**src/core/hspx_pkg.sv**
```systemverilog
package hspx_pkg;

  // ************************************************************
  // configuration space map (byte offsets of the two dwords and of bytes inside them)
  // ************************************************************
  localparam logic [7:0] PM_DWORD_OFFSET = 8'hE0;
  localparam logic [7:0] HS_DWORD_OFFSET = 8'hE4;
  localparam logic [7:0] BRIDGE_PM_SUPPORT_EXT_OFFSET = 8'hE2;
  localparam logic [7:0] PM_DATA_BYTE_OFFSET = 8'hE3;
  localparam logic [7:0] HOTSWAP_CAP_IDENTIFIER_OFFSET = 8'hE4;
  localparam logic [7:0] HOTSWAP_NEXT_POINTER_OFFSET = 8'hE5;
  localparam logic [7:0] HOTSWAP_CONTROL_STATUS_OFFSET = 8'hE6;

  // ************************************************************
  // field positions inside the dwords
  // ************************************************************
  localparam int POWER_STATE_FIELD_LSB = 0;
  localparam int CLOCK_STOP_BIT = 22;
  localparam int BPCC_ENABLE_BIT = 23;
  localparam int PM_DATA_LSB = 24;
  localparam int CAP_ID_LSB = 0;
  localparam int NEXT_PTR_LSB = 8;
  localparam int DHA_BIT = 16;
  localparam int EIM_BIT = 17;
  localparam int PIE_BIT = 18;
  localparam int LED_BIT = 19;
  localparam int PI_LSB = 20;
  localparam int EXT_BIT = 22;
  localparam int INS_BIT = 23;

  // ************************************************************
  // constant and reset values
  // ************************************************************
  localparam logic [7:0] HOTSWAP_CAP_ID_VALUE = 8'h06;
  localparam logic [7:0] HOTSWAP_NEXT_PTR_VALUE = 8'h00;
  localparam logic [7:0] PM_DATA_VALUE = 8'h00;
  localparam logic [1:0] PROG_IFACE_VALUE = 2'h1;
  localparam logic [1:0] PWR_D0 = 2'h0;
  localparam logic [1:0] PWR_D3 = 2'h3;
  localparam logic [1:0] PWR_RESET = 2'h0;
  localparam logic [31:0] READ_ZERO = 32'h0000_0000;

  // ************************************************************
  // hot-swap sequencer states
  // ************************************************************
  typedef enum logic [4:0] {
    HS_PROBE = 5'h01,
    HS_OPEN = 5'h02,
    HS_INSERT = 5'h04,
    HS_RUN = 5'h08,
    HS_EXTRACT = 5'h10
  } hspx_hs_state_type;

endpackage : hspx_pkg

```
**src/core/hspx_regs.sv**
```systemverilog
`timescale 1ns/10ps
`default_nettype none

module hspx_regs (
  input wire logic clk_i,
  input wire logic rst_n_i,
  input wire logic cfg_req_i,
  input wire logic cfg_we_i,
  input wire logic [7:0] cfg_addr_i,
  input wire logic [3:0] cfg_be_n_i,
  input wire logic [31:0] cfg_wdata_i,
  output logic cfg_ack_o,
  output logic [31:0] cfg_rdata_o,
  input wire logic power_clock_ctrl_strap_i,
  input wire logic ejector_closed_i,
  output logic bus_respond_en_o,
  output logic hot_swap_enumeration_n_o,
  output logic hot_swap_enumeration_oe_o,
  output logic led_on_o,
  output logic sec_clock_stop_o,
  output logic chip_reset_o
);

  // ************************************************************
  // pin synchronisers
  // ************************************************************
  logic strap_sync;
  logic handle_closed;

  hspx_sync2 #(
    .WIDTH(2)
  ) u_sync (
    .clk_i(clk_i),
    .async_i({power_clock_ctrl_strap_i, ejector_closed_i}),
    .sync_o({strap_sync, handle_closed})
  );

  // ************************************************************
  // address decode
  // ************************************************************
  function automatic logic dword_hit(input logic [7:0] addr, input logic [7:0] base);
    dword_hit = (addr[7:2] == base[7:2]);
  endfunction : dword_hit

  logic device_hiding_arm;
  logic next_device_hiding_arm;
  logic enumeration_mask;
  logic next_enumeration_mask;
  logic led_control;
  logic next_led_control;
  logic removal_flag;
  logic next_removal_flag;
  logic board_added_flag;
  logic next_board_added_flag;
  hspx_pkg::hspx_hs_state_type hs_state;
  hspx_pkg::hspx_hs_state_type next_hs_state;
  logic [1:0] power_state_field;
  logic [1:0] next_power_state_field;
  logic chip_reset;
  logic next_chip_reset;
  logic cfg_ack;
  logic next_cfg_ack;
  logic [31:0] cfg_rdata;
  logic [31:0] next_cfg_rdata;
  logic ack_pm;
  logic next_ack_pm;

  logic hit_pm;
  logic hit_hs;
  logic take;
  logic wr_pm;
  logic wr_hs_lane2;
  logic bus_power_clock_ctrl_enable;
  logic clock_stop_in_d3hot;
  logic [31:0] pm_dword;
  logic [31:0] hs_dword;

  // hidden bridge claims nothing, so no write or read lands here
  assign hit_pm = dword_hit(cfg_addr_i, hspx_pkg::PM_DWORD_OFFSET);
  assign hit_hs = dword_hit(cfg_addr_i, hspx_pkg::HS_DWORD_OFFSET);
  assign take = cfg_req_i && !device_hiding_arm && (hit_pm || hit_hs);
  assign wr_pm = take && cfg_we_i && hit_pm && !cfg_be_n_i[0];
  assign wr_hs_lane2 = take && cfg_we_i && hit_hs && !cfg_be_n_i[2];

  // ************************************************************
  // read data assembly
  // ************************************************************
  // strap is live; clock-stop support is only meaningful with enable set
  assign bus_power_clock_ctrl_enable = strap_sync;
  assign clock_stop_in_d3hot = bus_power_clock_ctrl_enable;

  always_comb begin
    pm_dword = hspx_pkg::READ_ZERO;
    pm_dword[hspx_pkg::POWER_STATE_FIELD_LSB +: 2] = power_state_field;
    pm_dword[hspx_pkg::CLOCK_STOP_BIT] = clock_stop_in_d3hot;
    pm_dword[hspx_pkg::BPCC_ENABLE_BIT] = bus_power_clock_ctrl_enable;
    pm_dword[hspx_pkg::PM_DATA_LSB +: 8] = hspx_pkg::PM_DATA_VALUE;
  end

  always_comb begin
    hs_dword = hspx_pkg::READ_ZERO;
    hs_dword[hspx_pkg::CAP_ID_LSB +: 8] = hspx_pkg::HOTSWAP_CAP_ID_VALUE;
    hs_dword[hspx_pkg::NEXT_PTR_LSB +: 8] = hspx_pkg::HOTSWAP_NEXT_PTR_VALUE;
    hs_dword[hspx_pkg::DHA_BIT] = device_hiding_arm;
    hs_dword[hspx_pkg::EIM_BIT] = enumeration_mask;
    hs_dword[hspx_pkg::PIE_BIT] = 1'b0;
    hs_dword[hspx_pkg::LED_BIT] = led_control;
    hs_dword[hspx_pkg::PI_LSB +: 2] = hspx_pkg::PROG_IFACE_VALUE;
    hs_dword[hspx_pkg::EXT_BIT] = removal_flag;
    hs_dword[hspx_pkg::INS_BIT] = board_added_flag;
  end

  // ************************************************************
  // configuration response
  // ************************************************************
  // answer one cycle after the request; read data held until next read
  always_comb begin
    next_cfg_ack = take;
    next_ack_pm = take && hit_pm && !cfg_we_i; // marks a read of the power dword
    next_cfg_rdata = cfg_rdata;
    if (take && !cfg_we_i) begin
      next_cfg_rdata = hit_pm ? pm_dword : hs_dword;
    end
  end

  always_ff @(posedge clk_i) begin
    if (!rst_n_i) begin
      cfg_ack <= 1'b0;
      ack_pm <= 1'b0;
      cfg_rdata <= hspx_pkg::READ_ZERO;
    end else begin
      cfg_ack <= next_cfg_ack;
      ack_pm <= next_ack_pm;
      cfg_rdata <= next_cfg_rdata;
    end
  end

  // ************************************************************
  // power state
  // ************************************************************
  // unimplemented D1/D2 writes complete but leave the field alone
  always_comb begin
    next_power_state_field = power_state_field;
    next_chip_reset = 1'b0;
    if (wr_pm) begin
      if (cfg_wdata_i[1:0] == hspx_pkg::PWR_D0 || cfg_wdata_i[1:0] == hspx_pkg::PWR_D3) begin
        next_power_state_field = cfg_wdata_i[1:0];
      end
      if (power_state_field == hspx_pkg::PWR_D3 && cfg_wdata_i[1:0] == hspx_pkg::PWR_D0) begin
        next_chip_reset = 1'b1;
      end
    end
  end

  always_ff @(posedge clk_i) begin
    if (!rst_n_i) begin
      power_state_field <= hspx_pkg::PWR_RESET;
      chip_reset <= 1'b0;
    end else begin
      power_state_field <= next_power_state_field;
      chip_reset <= next_chip_reset;
    end
  end

  // ************************************************************
  // hot-swap sequencer and control/status
  // ************************************************************
  // hardware events are applied after the software write so they beat
  // a software write landing in the same cycle
  always_comb begin
    next_hs_state = hs_state;
    next_device_hiding_arm = device_hiding_arm;
    next_enumeration_mask = enumeration_mask;
    next_led_control = led_control;
    next_removal_flag = removal_flag;
    next_board_added_flag = board_added_flag;
    if (wr_hs_lane2) begin
      next_device_hiding_arm = cfg_wdata_i[hspx_pkg::DHA_BIT];
      next_enumeration_mask = cfg_wdata_i[hspx_pkg::EIM_BIT];
      next_led_control = cfg_wdata_i[hspx_pkg::LED_BIT];
      if (cfg_wdata_i[hspx_pkg::EXT_BIT]) begin
        next_removal_flag = 1'b0;
      end
      if (cfg_wdata_i[hspx_pkg::INS_BIT]) begin
        next_board_added_flag = 1'b0;
      end
    end
    case (hs_state)
      hspx_pkg::HS_PROBE: begin
        if (handle_closed) begin
          next_hs_state = hspx_pkg::HS_INSERT;
        end else begin
          next_device_hiding_arm = 1'b1;
          next_hs_state = hspx_pkg::HS_OPEN;
        end
      end
      hspx_pkg::HS_OPEN: begin
        if (handle_closed) begin
          next_hs_state = hspx_pkg::HS_INSERT;
        end
      end
      hspx_pkg::HS_INSERT: begin
        next_board_added_flag = 1'b1;
        next_device_hiding_arm = 1'b0;
        next_hs_state = hspx_pkg::HS_RUN;
      end
      hspx_pkg::HS_RUN: begin
        if (!handle_closed) begin
          next_hs_state = hspx_pkg::HS_EXTRACT;
        end
      end
      hspx_pkg::HS_EXTRACT: begin
        next_removal_flag = 1'b1;
        next_hs_state = hspx_pkg::HS_OPEN;
      end
      default: begin
        next_hs_state = hspx_pkg::HS_PROBE;
      end
    endcase
  end

  // the probe state looks at the handle at the first edge after release
  always_ff @(posedge clk_i) begin
    if (!rst_n_i) begin
      hs_state <= hspx_pkg::HS_PROBE;
      device_hiding_arm <= 1'b0;
      enumeration_mask <= 1'b0;
      led_control <= 1'b0;
      removal_flag <= 1'b0;
      board_added_flag <= 1'b0;
    end else begin
      hs_state <= next_hs_state;
      device_hiding_arm <= next_device_hiding_arm;
      enumeration_mask <= next_enumeration_mask;
      led_control <= next_led_control;
      removal_flag <= next_removal_flag;
      board_added_flag <= next_board_added_flag;
    end
  end

  // ************************************************************
  // outputs
  // ************************************************************
  // open-drain enumeration pin: only ever pulled low, all terms are flops
  assign hot_swap_enumeration_n_o = 1'b0;
  assign hot_swap_enumeration_oe_o = (board_added_flag || removal_flag) && !enumeration_mask;
  assign led_on_o = led_control;
  assign bus_respond_en_o = !device_hiding_arm;
  assign sec_clock_stop_o = bus_power_clock_ctrl_enable && (power_state_field == hspx_pkg::PWR_D3);
  assign chip_reset_o = chip_reset;
  assign cfg_ack_o = cfg_ack;
  assign cfg_rdata_o = cfg_rdata;

  // ************************************************************
  // assertions
  // ************************************************************
  property p_clock_stop;
    @(posedge clk_i) disable iff (!rst_n_i)
    cfg_ack_o && ack_pm && cfg_rdata_o[23] |-> cfg_rdata_o[22];
  endproperty
  a_clock_stop: assert property (p_clock_stop) else $error("clock-stop bit not set");

  property p_strap;
    @(posedge clk_i) disable iff (!rst_n_i)
    cfg_req_i && !cfg_we_i && take && hit_pm |=> cfg_rdata_o[23] == $past(strap_sync);
  endproperty
  a_strap: assert property (p_strap) else $error("enable bit not following strap");

  property p_data_zero;
    @(posedge clk_i) disable iff (!rst_n_i)
    cfg_ack_o && ack_pm |-> cfg_rdata_o[31:24] == 8'h00;
  endproperty
  a_data_zero: assert property (p_data_zero) else $error("data byte not zero");

  property p_hs_consts;
    @(posedge clk_i) disable iff (!rst_n_i)
    take && !cfg_we_i && hit_hs |=>
      cfg_rdata_o[15:0] == 16'h0006 && cfg_rdata_o[21:20] == 2'h1 && !cfg_rdata_o[18];
  endproperty
  a_hs_consts: assert property (p_hs_consts) else $error("hot-swap constants wrong");

  property p_hidden;
    @(posedge clk_i) disable iff (!rst_n_i)
    cfg_req_i && device_hiding_arm |=> !cfg_ack_o;
  endproperty
  a_hidden: assert property (p_hidden) else $error("hidden bridge answered");

  property p_arm_set;
    @(posedge clk_i) disable iff (!rst_n_i)
    hs_state == hspx_pkg::HS_PROBE && !handle_closed |=> device_hiding_arm;
  endproperty
  a_arm_set: assert property (p_arm_set) else $error("hiding not armed");

  property p_insert;
    @(posedge clk_i) disable iff (!rst_n_i)
    hs_state == hspx_pkg::HS_INSERT |=> !device_hiding_arm && board_added_flag;
  endproperty
  a_insert: assert property (p_insert) else $error("insertion state effects missing");

  property p_enum;
    @(posedge clk_i) disable iff (!rst_n_i)
    wr_hs_lane2 |=>
      hot_swap_enumeration_oe_o == (!$past(cfg_wdata_i[17]) && (board_added_flag || removal_flag));
  endproperty
  a_enum: assert property (p_enum) else $error("enumeration drive wrong");

  property p_led;
    @(posedge clk_i) disable iff (!rst_n_i)
    wr_hs_lane2 |=> led_on_o == $past(cfg_wdata_i[19]);
  endproperty
  a_led: assert property (p_led) else $error("led not following write");

  property p_ext_clear;
    @(posedge clk_i) disable iff (!rst_n_i)
    wr_hs_lane2 && cfg_wdata_i[22] && hs_state != hspx_pkg::HS_EXTRACT |=> !removal_flag;
  endproperty
  a_ext_clear: assert property (p_ext_clear) else $error("removal flag not cleared");

  property p_pwr_ignore;
    @(posedge clk_i) disable iff (!rst_n_i)
    wr_pm && (cfg_wdata_i[1:0] == 2'h1 || cfg_wdata_i[1:0] == 2'h2) |=> $stable(power_state_field);
  endproperty
  a_pwr_ignore: assert property (p_pwr_ignore) else $error("bad power state taken");

  property p_chip_reset;
    @(posedge clk_i) disable iff (!rst_n_i)
    wr_pm && power_state_field == 2'h3 && cfg_wdata_i[1:0] == 2'h0 |=> chip_reset_o ##1 !chip_reset_o;
  endproperty
  a_chip_reset: assert property (p_chip_reset) else $error("chip reset pulse missing");

endmodule : hspx_regs

`default_nettype wire

```
**src/core/hspx_sync2.sv**
```systemverilog
`timescale 1ns/10ps
`default_nettype none

// two-stage synchroniser for pins and straps
module hspx_sync2 #(
  parameter int WIDTH = 1
) (
  input wire logic clk_i,
  input wire logic [WIDTH-1:0] async_i,
  output logic [WIDTH-1:0] sync_o
);

  // ************************************************************
  // elaboration check
  // ************************************************************
  if (WIDTH < 1) begin : g_bad_width
    $error("hspx_sync2 needs at least one bit");
  end

  logic [WIDTH-1:0] stage1;
  logic [WIDTH-1:0] stage2;

  // first stage feeds only the second one; no reset, so the stages keep
  // sampling during reset and the pin level is through both when it ends
  always_ff @(posedge clk_i) begin
    stage1 <= async_i;
    stage2 <= stage1;
  end

  assign sync_o = stage2;

endmodule : hspx_sync2

`default_nettype wire

```
**config.mk**
```make
export PLATFORM = sky130hd
export DESIGN_NAME = hspx_regs
export DESIGN_NICKNAME = d
export VERILOG_FILES = /design/src/core/hspx_pkg.sv /design/src/core/hspx_regs.sv /design/src/core/hspx_sync2.sv
export SDC_FILE = /design/constraint.sdc
export NUM_CORES = 1
export LEC_CHECK = 0
export BUFFER_PORTS_ARGS = -buffer_cell sky130_fd_sc_hd__buf_2
export CORE_MARGIN = 2
export CORE_UTILIZATION = 35
export DETAILED_ROUTE_END_ITERATION = 6
export GPL_ROUTABILITY_DRIVEN = 0
export PLACE_DENSITY = 0.67
export SETUP_SLACK_MARGIN = 0.1
export SLEW_MARGIN = 10
export SYNTH_ARGS = -nofsm -noshare
export SYNTH_HDL_FRONTEND = slang
export SYNTH_SLANG_ARGS = --single-unit
```
**constraint.sdc**
```tcl
create_clock -name clk_i -period 1.75 [get_ports clk_i]
set_clock_uncertainty 0.05 [all_clocks]
set_input_delay 0.525 -clock clk_i [delete_from_list [all_inputs] [get_ports clk_i]]
set_output_delay 0.525 -clock clk_i [all_outputs]
set_load 0.01 [all_outputs]
```
==> results of run 1 <==
==> kinds of logic after synthesis <==
logic type / count (synthesis) / share of synthesized area (%)
AO/OA/AOI/OAI: 26 / 10.9
adder cells (fa/ha/maj): 1 / 0.887
other: 1 / 0.266
buffers and inverters: 37 / 16.5
multiplexers: 4 / 2.84
flip-flops: 26 / 36.9
XOR/XNOR: 2 / 1.24
AND/OR/NAND/NOR: 59 / 30.4
==> power by group through the flow <==
stage | clock [mW] | sequential [mW] | combinational (mW)
floorplan | 0 | 0.645 | 0.202
global placement | 0 | 0.669 | 0.210
detailed placement | 0 | 0.671 | 0.211
CTS | 0.398 | 0.657 | 0.214
global route | 0.421 | 0.663 | 0.241
finish | 0.385 | 0.657 | 0.214
==> worst max-delay path, stage by stage, from the launching register on <==
cell,delay [ns]
dfxtp_1,0.41
and3_1,0.18
buf_2,0.12
==> cell type report <==
cell class | instances | area [µm²]
inverter | 5 | 18.8
fill | 414 | 2310
sequential | 26 | 520
multi-input combinational | 116 | 743
clock buffer | 4 | 55.1
tap | 50 | 62.6
timing repair buffer | 42 | 228
==> sequential cells by signal (all words and copies together) (netlist names) <==
| name | cells |
|---|---|
| enumeration_mask | 1 |
| chip_reset_o | 1 |
| hs_state | 5 |
| u_sync.stage1 | 2 |
| u_sync.sync_o | 2 |
| device_hiding_arm | 1 |
| power_state_field | 2 |
| led_on_o | 1 |
| board_added_flag | 1 |
| cfg_rdata_o | 8 |
| cfg_ack_o | 1 |
| removal_flag | 1 |
==> per-layer routing <==
metal  share of wire [%]  track usage, %
met1                  44            15.2
met2                  48            21.3
met3                 6.4            2.50
met4                 1.5            4.59
met5                   0               0
==> layout by cell type, fill, tap and decap left out, drive strengths merged, types with 2 or more instances in the layout <==
cell / n
a211oi: 2
a21oi: 12
a31oi: 2
and3: 2
and4b: 2
buf: 42
clkbuf: 4
conb: 24
dfxtp: 26
inv: 4
mux2i: 4
nand2: 10
nand2b: 3
nand3: 5
nand3b: 2
nand4: 4
nand4b: 3
nor2: 10
nor3: 2
nor3b: 2
nor4: 3
nor4b: 3
nor4bb: 2
o21ai: 6
o41ai: 2
or3b: 2
or4b: 2
==> metrics by stage <==
step / instance area, µm² / power [mW] / setup slack [ns]
finish: 1630 / 1.26 / 0.192
global route: 1630 / 1.33 / 0.138
CTS: 1630 / 1.27 / 0.198
detailed placement: 1570 / 0.883 / -0.0416
global placement: 1570 / 0.879 / -0.0353
floorplan: 1500 / 0.847 / 0.183
==> path summary, 6_finish.rpt <==
kind / endpoint / slack, ns / depth (start not counted)
max: sec_clock_stop_o / 0.19 / 2
min: u_sync.sync_o[0] / 0.28 / 0
max reg2reg: hs_state[1] / 0.38 / 3
min reg2reg: u_sync.sync_o[0] / 0.28 / 0
==> flow_metrics.py, run 1 <==
metrics = {
    "timing": {
        "fmax_mhz": 642,
        "finalHoldViolations": 0,
        "period_share_pct": 89.0,
        "setup_tns_ns": 0,
        "whs_ns": 0.282,
        "final-setup-viol-count": 0,
        "slew_viol_final": 0,
        "rsz0062_at_grt": "no",
        "fin_crit_ns": 1.56,
    },
    "yosys": {
        "synth.yosys.seq_area_share_pct": 36.9,
        "synth_ff_type": "dfxtp_1",
        "synth_edf_count": 0,
        "yosys.area.top_type": "dfxtp_1",
        "synth_warnings": 0,
        "synthCells": 156,
        "netlist-cell-type-count": 40,
        "syn_avg_cell_area_um2": 9.04,
        "syn_area_mm2": 0.00141,
        "synthArstFlopShare_pct": 0,
        "synthTopCellsByArea": "dfxtp_1 37%, buf_4 13%, a21oi_1 4.3%",
        "synth_top_area_share_pct": 36.9,
        "ys_ff_latch": 26,
        "synthTopCellsByCount": "26 x dfxtp_1, 25 x buf_4, 12 x a21oi_1",
        "yosysMostFrequentCell": "dfxtp_1",
    },
    "placed_design": {
        "dp_cells": 239,
        "dp_hpwl_um": 2150,
        "portBuffers": 35,
    },
    "global_route": {
        "grt_pass1_vias": 1011,
        "antenna_found_initial": 0,
        "grt_pass1_wl_um": 4380,
        "track_usage_pct": 12.4,
        "grt-ovfl-total": 0,
        "grt_max_degree": 15,
    },
    "job": {
        "maxCapViolCount": 0,
    },
    "cts": {
        "clk_path_buf_depth": 2,
        "clk_latency_ns": 0.27,
        "htreeDepth": 1,
        "hold_buffers": 0,
        "postCtsSetupRepairBufs": 0,
        "post_cts_resized": 0,
        "cts_tree": "done",
        "root_buffer": "clkbuf_8",
        "clk_pin_slew_ns": 0.08,
        "clkSinkCount": 26,
        "cts_inserted_buffers": 3,
    },
    "die": {
        "start_util_pct": 35.8,
        "dieWidth_um": 67.5,
        "die_h_um": 67.5,
        "die-area_mm2": 0.00455,
        "ios": 89,
        "num_rows": 23,
        "coreArea_mm2": 0.00394,
    },
    "cells_and_area": {
        "utilization_pct": 41.3,
        "drive_gt1_share_pct": 28.5,
        "stdcell_count": 243,
        "finalNetCount": 245,
        "syn2layout_area_growth_pct": 15.4,
        "diodes": 0,
    },
    "power_and_ir_drop": {
        "p_clk_share_pct": 30.6,
        "p_sw_share_pct": 27.3,
        "p_int_uw": 914,
        "p_seq_share_pct": 52.3,
        "power_density_mw_per_mm2": 771,
        "p_leak_nw": 0.723,
        "p_sw_uw": 342,
        "ir_drop_mv": 0.300,
        "comb_power_share_pct": 17.1,
    },
    "critical_path": {
        "critPathCaptureType": "primary output",
        "crit_required_ns": 1.17,
        "criticalPathCategory": "reg -> out",
        "cp-startpoint": "power_state_field[1]",
        "arrival_ns": 0.98,
        "critPathLaunchType": "flip-flop",
        "r2r-start": "hs_state[1]",
        "path_max_fanout": 4,
    },
    "routing": {
        "vias": 1148,
        "vias_per_cell": 4.72,
        "drt-total-wl_um": 2720,
        "ant_nets": 0,
        "drt_pass1_iterations": 4,
        "wl_per_cell_um": 11.2,
        "drc": 0,
        "drtIter0Drc": 69,
    },
    "min_path": {
        "min_from": "u_sync.stage1[0]",
        "hp-class": "reg -> reg",
    },
    "status": {
        "status": "finished clean",
    },
}
(Power assumes the default switching activity.)
==> run 2, diff against run 1 <==
--- a/config.mk
+++ b/config.mk
@@ -10,6 +10,7 @@
 export CORE_UTILIZATION = 35
 export DETAILED_ROUTE_END_ITERATION = 6
 export GPL_ROUTABILITY_DRIVEN = 0
+export GPL_TIMING_DRIVEN = 0
 export PLACE_DENSITY = 0.67
 export SETUP_SLACK_MARGIN = 0.1
 export SLEW_MARGIN = 10
==> run 2 against run 1 <==
Non-clock buffer count grew 25; die area is the same; sequential cell count stayed put; largest cell class unchanged; cell area up 9.1%; largest power group unchanged; critical path depth increased by 2.
==> flow_metrics.py, run 2 (synthesized netlist as in run 1, its figures left out) <==
metrics = {
    "timing": {
        "finalHoldViolations": 0,
        "final-setup-viol-count": 0,
        "setup_tns_ns": 0,
        "rsz0062_at_grt": "yes",
        "fin_crit_ns": 1.54,
        "fmax_mhz": 650,
        "slew_viol_final": 0,
        "period_share_pct": 87.9,
    },
    "global_route": {
        "grt_pass1_wl_um": 4300,
        "grt_pass1_vias": 1000,
        "grt-ovfl-total": 0,
        "grt_max_degree": 14,
        "track_usage_pct": 12.4,
        "antenna_found_initial": 0,
    },
    "cts": {
        "cts_tree": "done",
        "root_buffer": "clkbuf_8",
        "postCtsSetupRepairBufs": 0,
        "cts_inserted_buffers": 3,
        "post_cts_resized": 0,
        "htreeDepth": 1,
        "clk_path_buf_depth": 2,
        "hold_buffers": 0,
        "clk_latency_ns": 0.26,
        "clk_pin_slew_ns": 0.08,
        "clkSinkCount": 26,
    },
    "critical_path": {
        "rr_worst_depth": 3,
        "critPathCaptureType": "flip-flop",
        "ff2ff_setup_slack_ns": 0.37,
        "r2r-start": "device_hiding_arm",
        "criticalPathCategory": "in -> reg",
        "arrival_ns": 1.69,
        "critPathLaunchType": "primary input",
        "reg2reg_to": "enumeration_mask",
        "path_max_fanout": 8,
        "crit_required_ns": 1.90,
    },
    "routing": {
        "vias": 1180,
        "drc": 0,
        "drt_pass1_iterations": 4,
        "ant_nets": 0,
        "drtIter0Drc": 70,
        "drt-total-wl_um": 2740,
        "vias_per_cell": 4.42,
        "wl_per_cell_um": 10.3,
    },
    "die": {
        "num_rows": 23,
        "start_util_pct": 35.8,
        "ios": 89,
        "dieWidth_um": 67.5,
        "die_h_um": 67.5,
        "die-area_mm2": 0.00455,
        "coreArea_mm2": 0.00394,
    },
    "placed_design": {
        "placed_cell_area_mm2": 0.00173,
        "dp_hpwl_um": 2220,
        "portBuffers": 35,
    },
    "min_path": {
        "min_from": "u_sync.stage1[0]",
        "hp-class": "reg -> reg",
        "hold_path_depth": 0,
        "hold_end": "u_sync.sync_o[0]",
    },
    "cells_and_area": {
        "largest_reg_flops": 8,
        "drive_gt1_share_pct": 33.6,
        "fin_area_mm2": 0.00178,
        "diodes": 0,
        "layout_common_cells": "35 x buf_2, 26 x dfxtp_1, 25 x buf_4",
        "syn2layout_area_growth_pct": 25.9,
        "layout_commonest_cell": "buf_2",
        "finalNetCount": 270,
    },
    "power_and_ir_drop": {
        "power_density_mw_per_mm2": 695,
        "ir_drop_mv": 0.317,
        "p_leak_nw": 0.830,
    },
    "status": {
        "status": "finished clean",
    },
    "job": {
        "maxCapViolCount": 0,
    },
}
==> run 2: area by class of cell <==
class	count	area [µm²]
Sequential cell	26	520
Inverter	5	18.8
Tap cell	50	62.6
Clock buffer	3	41.3
Timing Repair Buffer	35	175
Fill cell	400	2170
Multi-Input combinational cell	116	743
Buffer	32	214
==> run 2: metal layers <==
| metal | global-route usage [%] | routed length, µm |
|---|---|---|
| met1 | 15.1 | 1200 |
| met2 | 21.3 | 1310 |
| met3 | 3.00 | 205 |
| met4 | 3.83 | 31 |
| met5 | 0 | 0 |
==> run 2: worst max-delay path by stage <==
stage,to,cells after the start,from
detailed placement,enumeration_mask,4,cfg_addr_i[3]
global route,power_state_field[1],5,rst_n_i
global placement,removal_flag,4,cfg_addr_i[3]
floorplan,power_state_field[0],3,cfg_addr_i[2]
CTS,sec_clock_stop_o,2,power_state_field[1]
finish,enumeration_mask,4,cfg_addr_i[3]
==> run 2: worst max-delay path: stages <==
cell and delay (ns):
buf_2 0.15, or3b_4 0.45, nor4_4 0.34, mux2i_1 0.22
==> run 2: report_power, final <==
| group | switching [mW] | internal [mW] | leakage (nW) |
|---|---|---|---|
| clock network | 0.170 | 0.154 | 0.0216 |
| logic | 0.149 | 0.124 | 0.597 |
| registers | 0.0185 | 0.618 | 0.212 |
| total | 0.337 | 0.896 | 0.830 |
==> run 2: through the flow <==
stage	power [mW]	setup slack, ns	hold WS, ns	util [%]	cells
4_1_cts	1.24	0.207	0.284	45.0	267
2_1_floorplan	0.847	0.183	0.260	-	179
3_3_place_gp	0.916	-0.0602	0.262	44.0	264
6_report	1.23	0.212	0.281	45.0	267
3_5_place_dp	0.922	-0.0664	0.265	44.0	264
5_1_grt	1.31	0.0949	0.290	45.0	267
==> run 3, diff against run 2 <==
--- a/config.mk
+++ b/config.mk
@@ -7,11 +7,11 @@
 export LEC_CHECK = 0
 export BUFFER_PORTS_ARGS = -buffer_cell sky130_fd_sc_hd__buf_2
 export CORE_MARGIN = 2
-export CORE_UTILIZATION = 35
+export CORE_UTILIZATION = 42
 export DETAILED_ROUTE_END_ITERATION = 6
 export GPL_ROUTABILITY_DRIVEN = 0
 export GPL_TIMING_DRIVEN = 0
-export PLACE_DENSITY = 0.67
+export PLACE_DENSITY = 0.78
 export SETUP_SLACK_MARGIN = 0.1
 export SLEW_MARGIN = 10
 export SYNTH_ARGS = -nofsm -noshare
==> run 3 against run 2 <==
Sequential share of layout area hardly changed; sequential cell count stayed put; die area is 16% lower.
==> flow_metrics.py, run 3 (synthesized netlist as in run 1, its figures left out) <==
metrics = {
    "status": {
        "status": "finished clean",
    },
    "timing": {
        "whs_ns": 0.233,
        "finalHoldViolations": 0,
        "period_share_pct": 90.9,
        "fin_crit_ns": 1.59,
        "rsz0062_at_grt": "yes",
        "setup_tns_ns": 0,
        "slew_viol_final": 0,
        "final-setup-viol-count": 0,
        "layout_setup_ws_ns": 0.159,
        "fmax_mhz": 628,
    },
    "cts": {
        "clk_latency_ns": 0.34,
        "hold_buffers": 0,
        "clk_path_buf_depth": 2,
        "cts_inserted_buffers": 3,
        "clk_pin_slew_ns": 0.14,
        "clkSinkCount": 26,
        "postCtsSetupRepairBufs": 0,
        "root_buffer": "clkbuf_4",
        "htreeDepth": 1,
        "cts_tree": "done",
    },
    "routing": {
        "wl_per_cell_um": 10.2,
        "ant_nets": 0,
        "drt-total-wl_um": 2700,
        "drt_pass1_iterations": 4,
        "drc": 0,
        "vias": 1214,
        "vias_per_cell": 4.60,
        "drtIter0Drc": 49,
    },
    "die": {
        "die_h_um": 61.9,
        "die-area_mm2": 0.00384,
        "ios": 89,
        "num_rows": 21,
        "coreArea_mm2": 0.00328,
        "start_util_pct": 42.9,
        "dieWidth_um": 61.9,
    },
    "global_route": {
        "grt_busiest_layer": "met2",
        "grt_pass1_vias": 933,
        "grt-ovfl-total": 0,
        "antenna_found_initial": 0,
        "track_usage_pct": 14.1,
        "grt_use_met3_pct": 4.76,
        "use_met2_pct": 24.7,
        "grt_pass1_wl_um": 3940,
        "globalRouteMet1Util_pct": 15.8,
        "grt_max_degree": 16,
    },
    "cells_and_area": {
        "layout_common_cells": "35 x buf_2, 25 x buf_4, 24 x conb_1",
        "stdcell_count": 264,
        "layout_commonest_cell": "buf_2",
        "fin_area_mm2": 0.00179,
        "diodes": 0,
        "utilization_pct": 54.4,
        "syn2layout_area_growth_pct": 26.6,
        "finalNetCount": 270,
        "largest_reg_flops": 8,
        "drive_gt1_share_pct": 34.9,
        "nFillCells": 312,
    },
    "critical_path": {
        "arrival_ns": 1.02,
        "critPathLaunchType": "flip-flop",
        "critPathCaptureType": "primary output",
        "crit_required_ns": 1.17,
        "path_max_fanout": 4,
        "criticalPathCategory": "reg -> out",
    },
    "min_path": {
        "hp-class": "in -> reg",
    },
    "power_and_ir_drop": {
        "p_leak_nw": 0.835,
        "ir_drop_mv": 0.737,
        "p_total_mw": 1.33,
        "power_density_mw_per_mm2": 742,
    },
    "placed_design": {
        "dp_hpwl_um": 2190,
        "portBuffers": 35,
        "placed_cell_area_mm2": 0.00173,
        "dp_cells": 260,
        "dp_worst_setup_slack_ns": -0.0747,
    },
    "job": {
        "maxCapViolCount": 0,
    },
}
run 3: cell count changes in the layout (fill, tap and decap cells not counted):
cell	before	now
clkbuf_4	0	3
clkinv_1	0	1
clkbuf_8	3	0
dfxtp_2	0	3
inv_2	1	0
dfxtp_1	26	23
bufinv_16	0	1
run 3: critical path, stage by stage (launching register included):
cell and delay, ns:
dfxtp_2 0.39, and3_1 0.16, buf_2 0.13
run 3: path summary, 6_finish.rpt:
check	from	to	slack, ns	cells past startpoint
hold reg to reg	u_sync.stage1[1]	u_sync.sync_o[1]	0.29	0
setup / recovery	power_state_field[1]	sec_clock_stop_o	0.16	2
hold / removal	ejector_closed_i	u_sync.stage1[0]	0.23	1
setup reg to reg	device_hiding_arm	chip_reset_o	0.37	4
run 3: power by group:
part	leakage (nW)	total [mW]	internal, mW	switching, mW
Clock	0.0279	0.418	0.232	0.186
Sequential	0.213	0.636	0.618	0.0178
Combinational	0.594	0.271	0.124	0.147
run 3: layout make-up:
class	instances	area, µm²	share of cell area, %
Buffer	32	214	12.0
Multi-Input combinational cell	116	743	41.6
Clock inverter	1	30.0	1.68
Inverter	5	18.8	1.05
Tap cell	46	57.6	3.22
Timing Repair Buffer	35	175	9.81
Clock buffer	3	22.5	1.26
Sequential cell	26	524	29.4
run 3: per-layer routing:
layer / up-vias / share of wire, %
met5: - / 0
met4: 0 / 1.8
met3: 7 / 5.8
met2: 37 / 49
met1: 535 / 43
li1: 635 / -
run 3: timing repair:
item,in CTS,in global routing
hold endpoints to repair,0,0
endpoints found under the setup margin,0,2
gates resized for setup,0,3
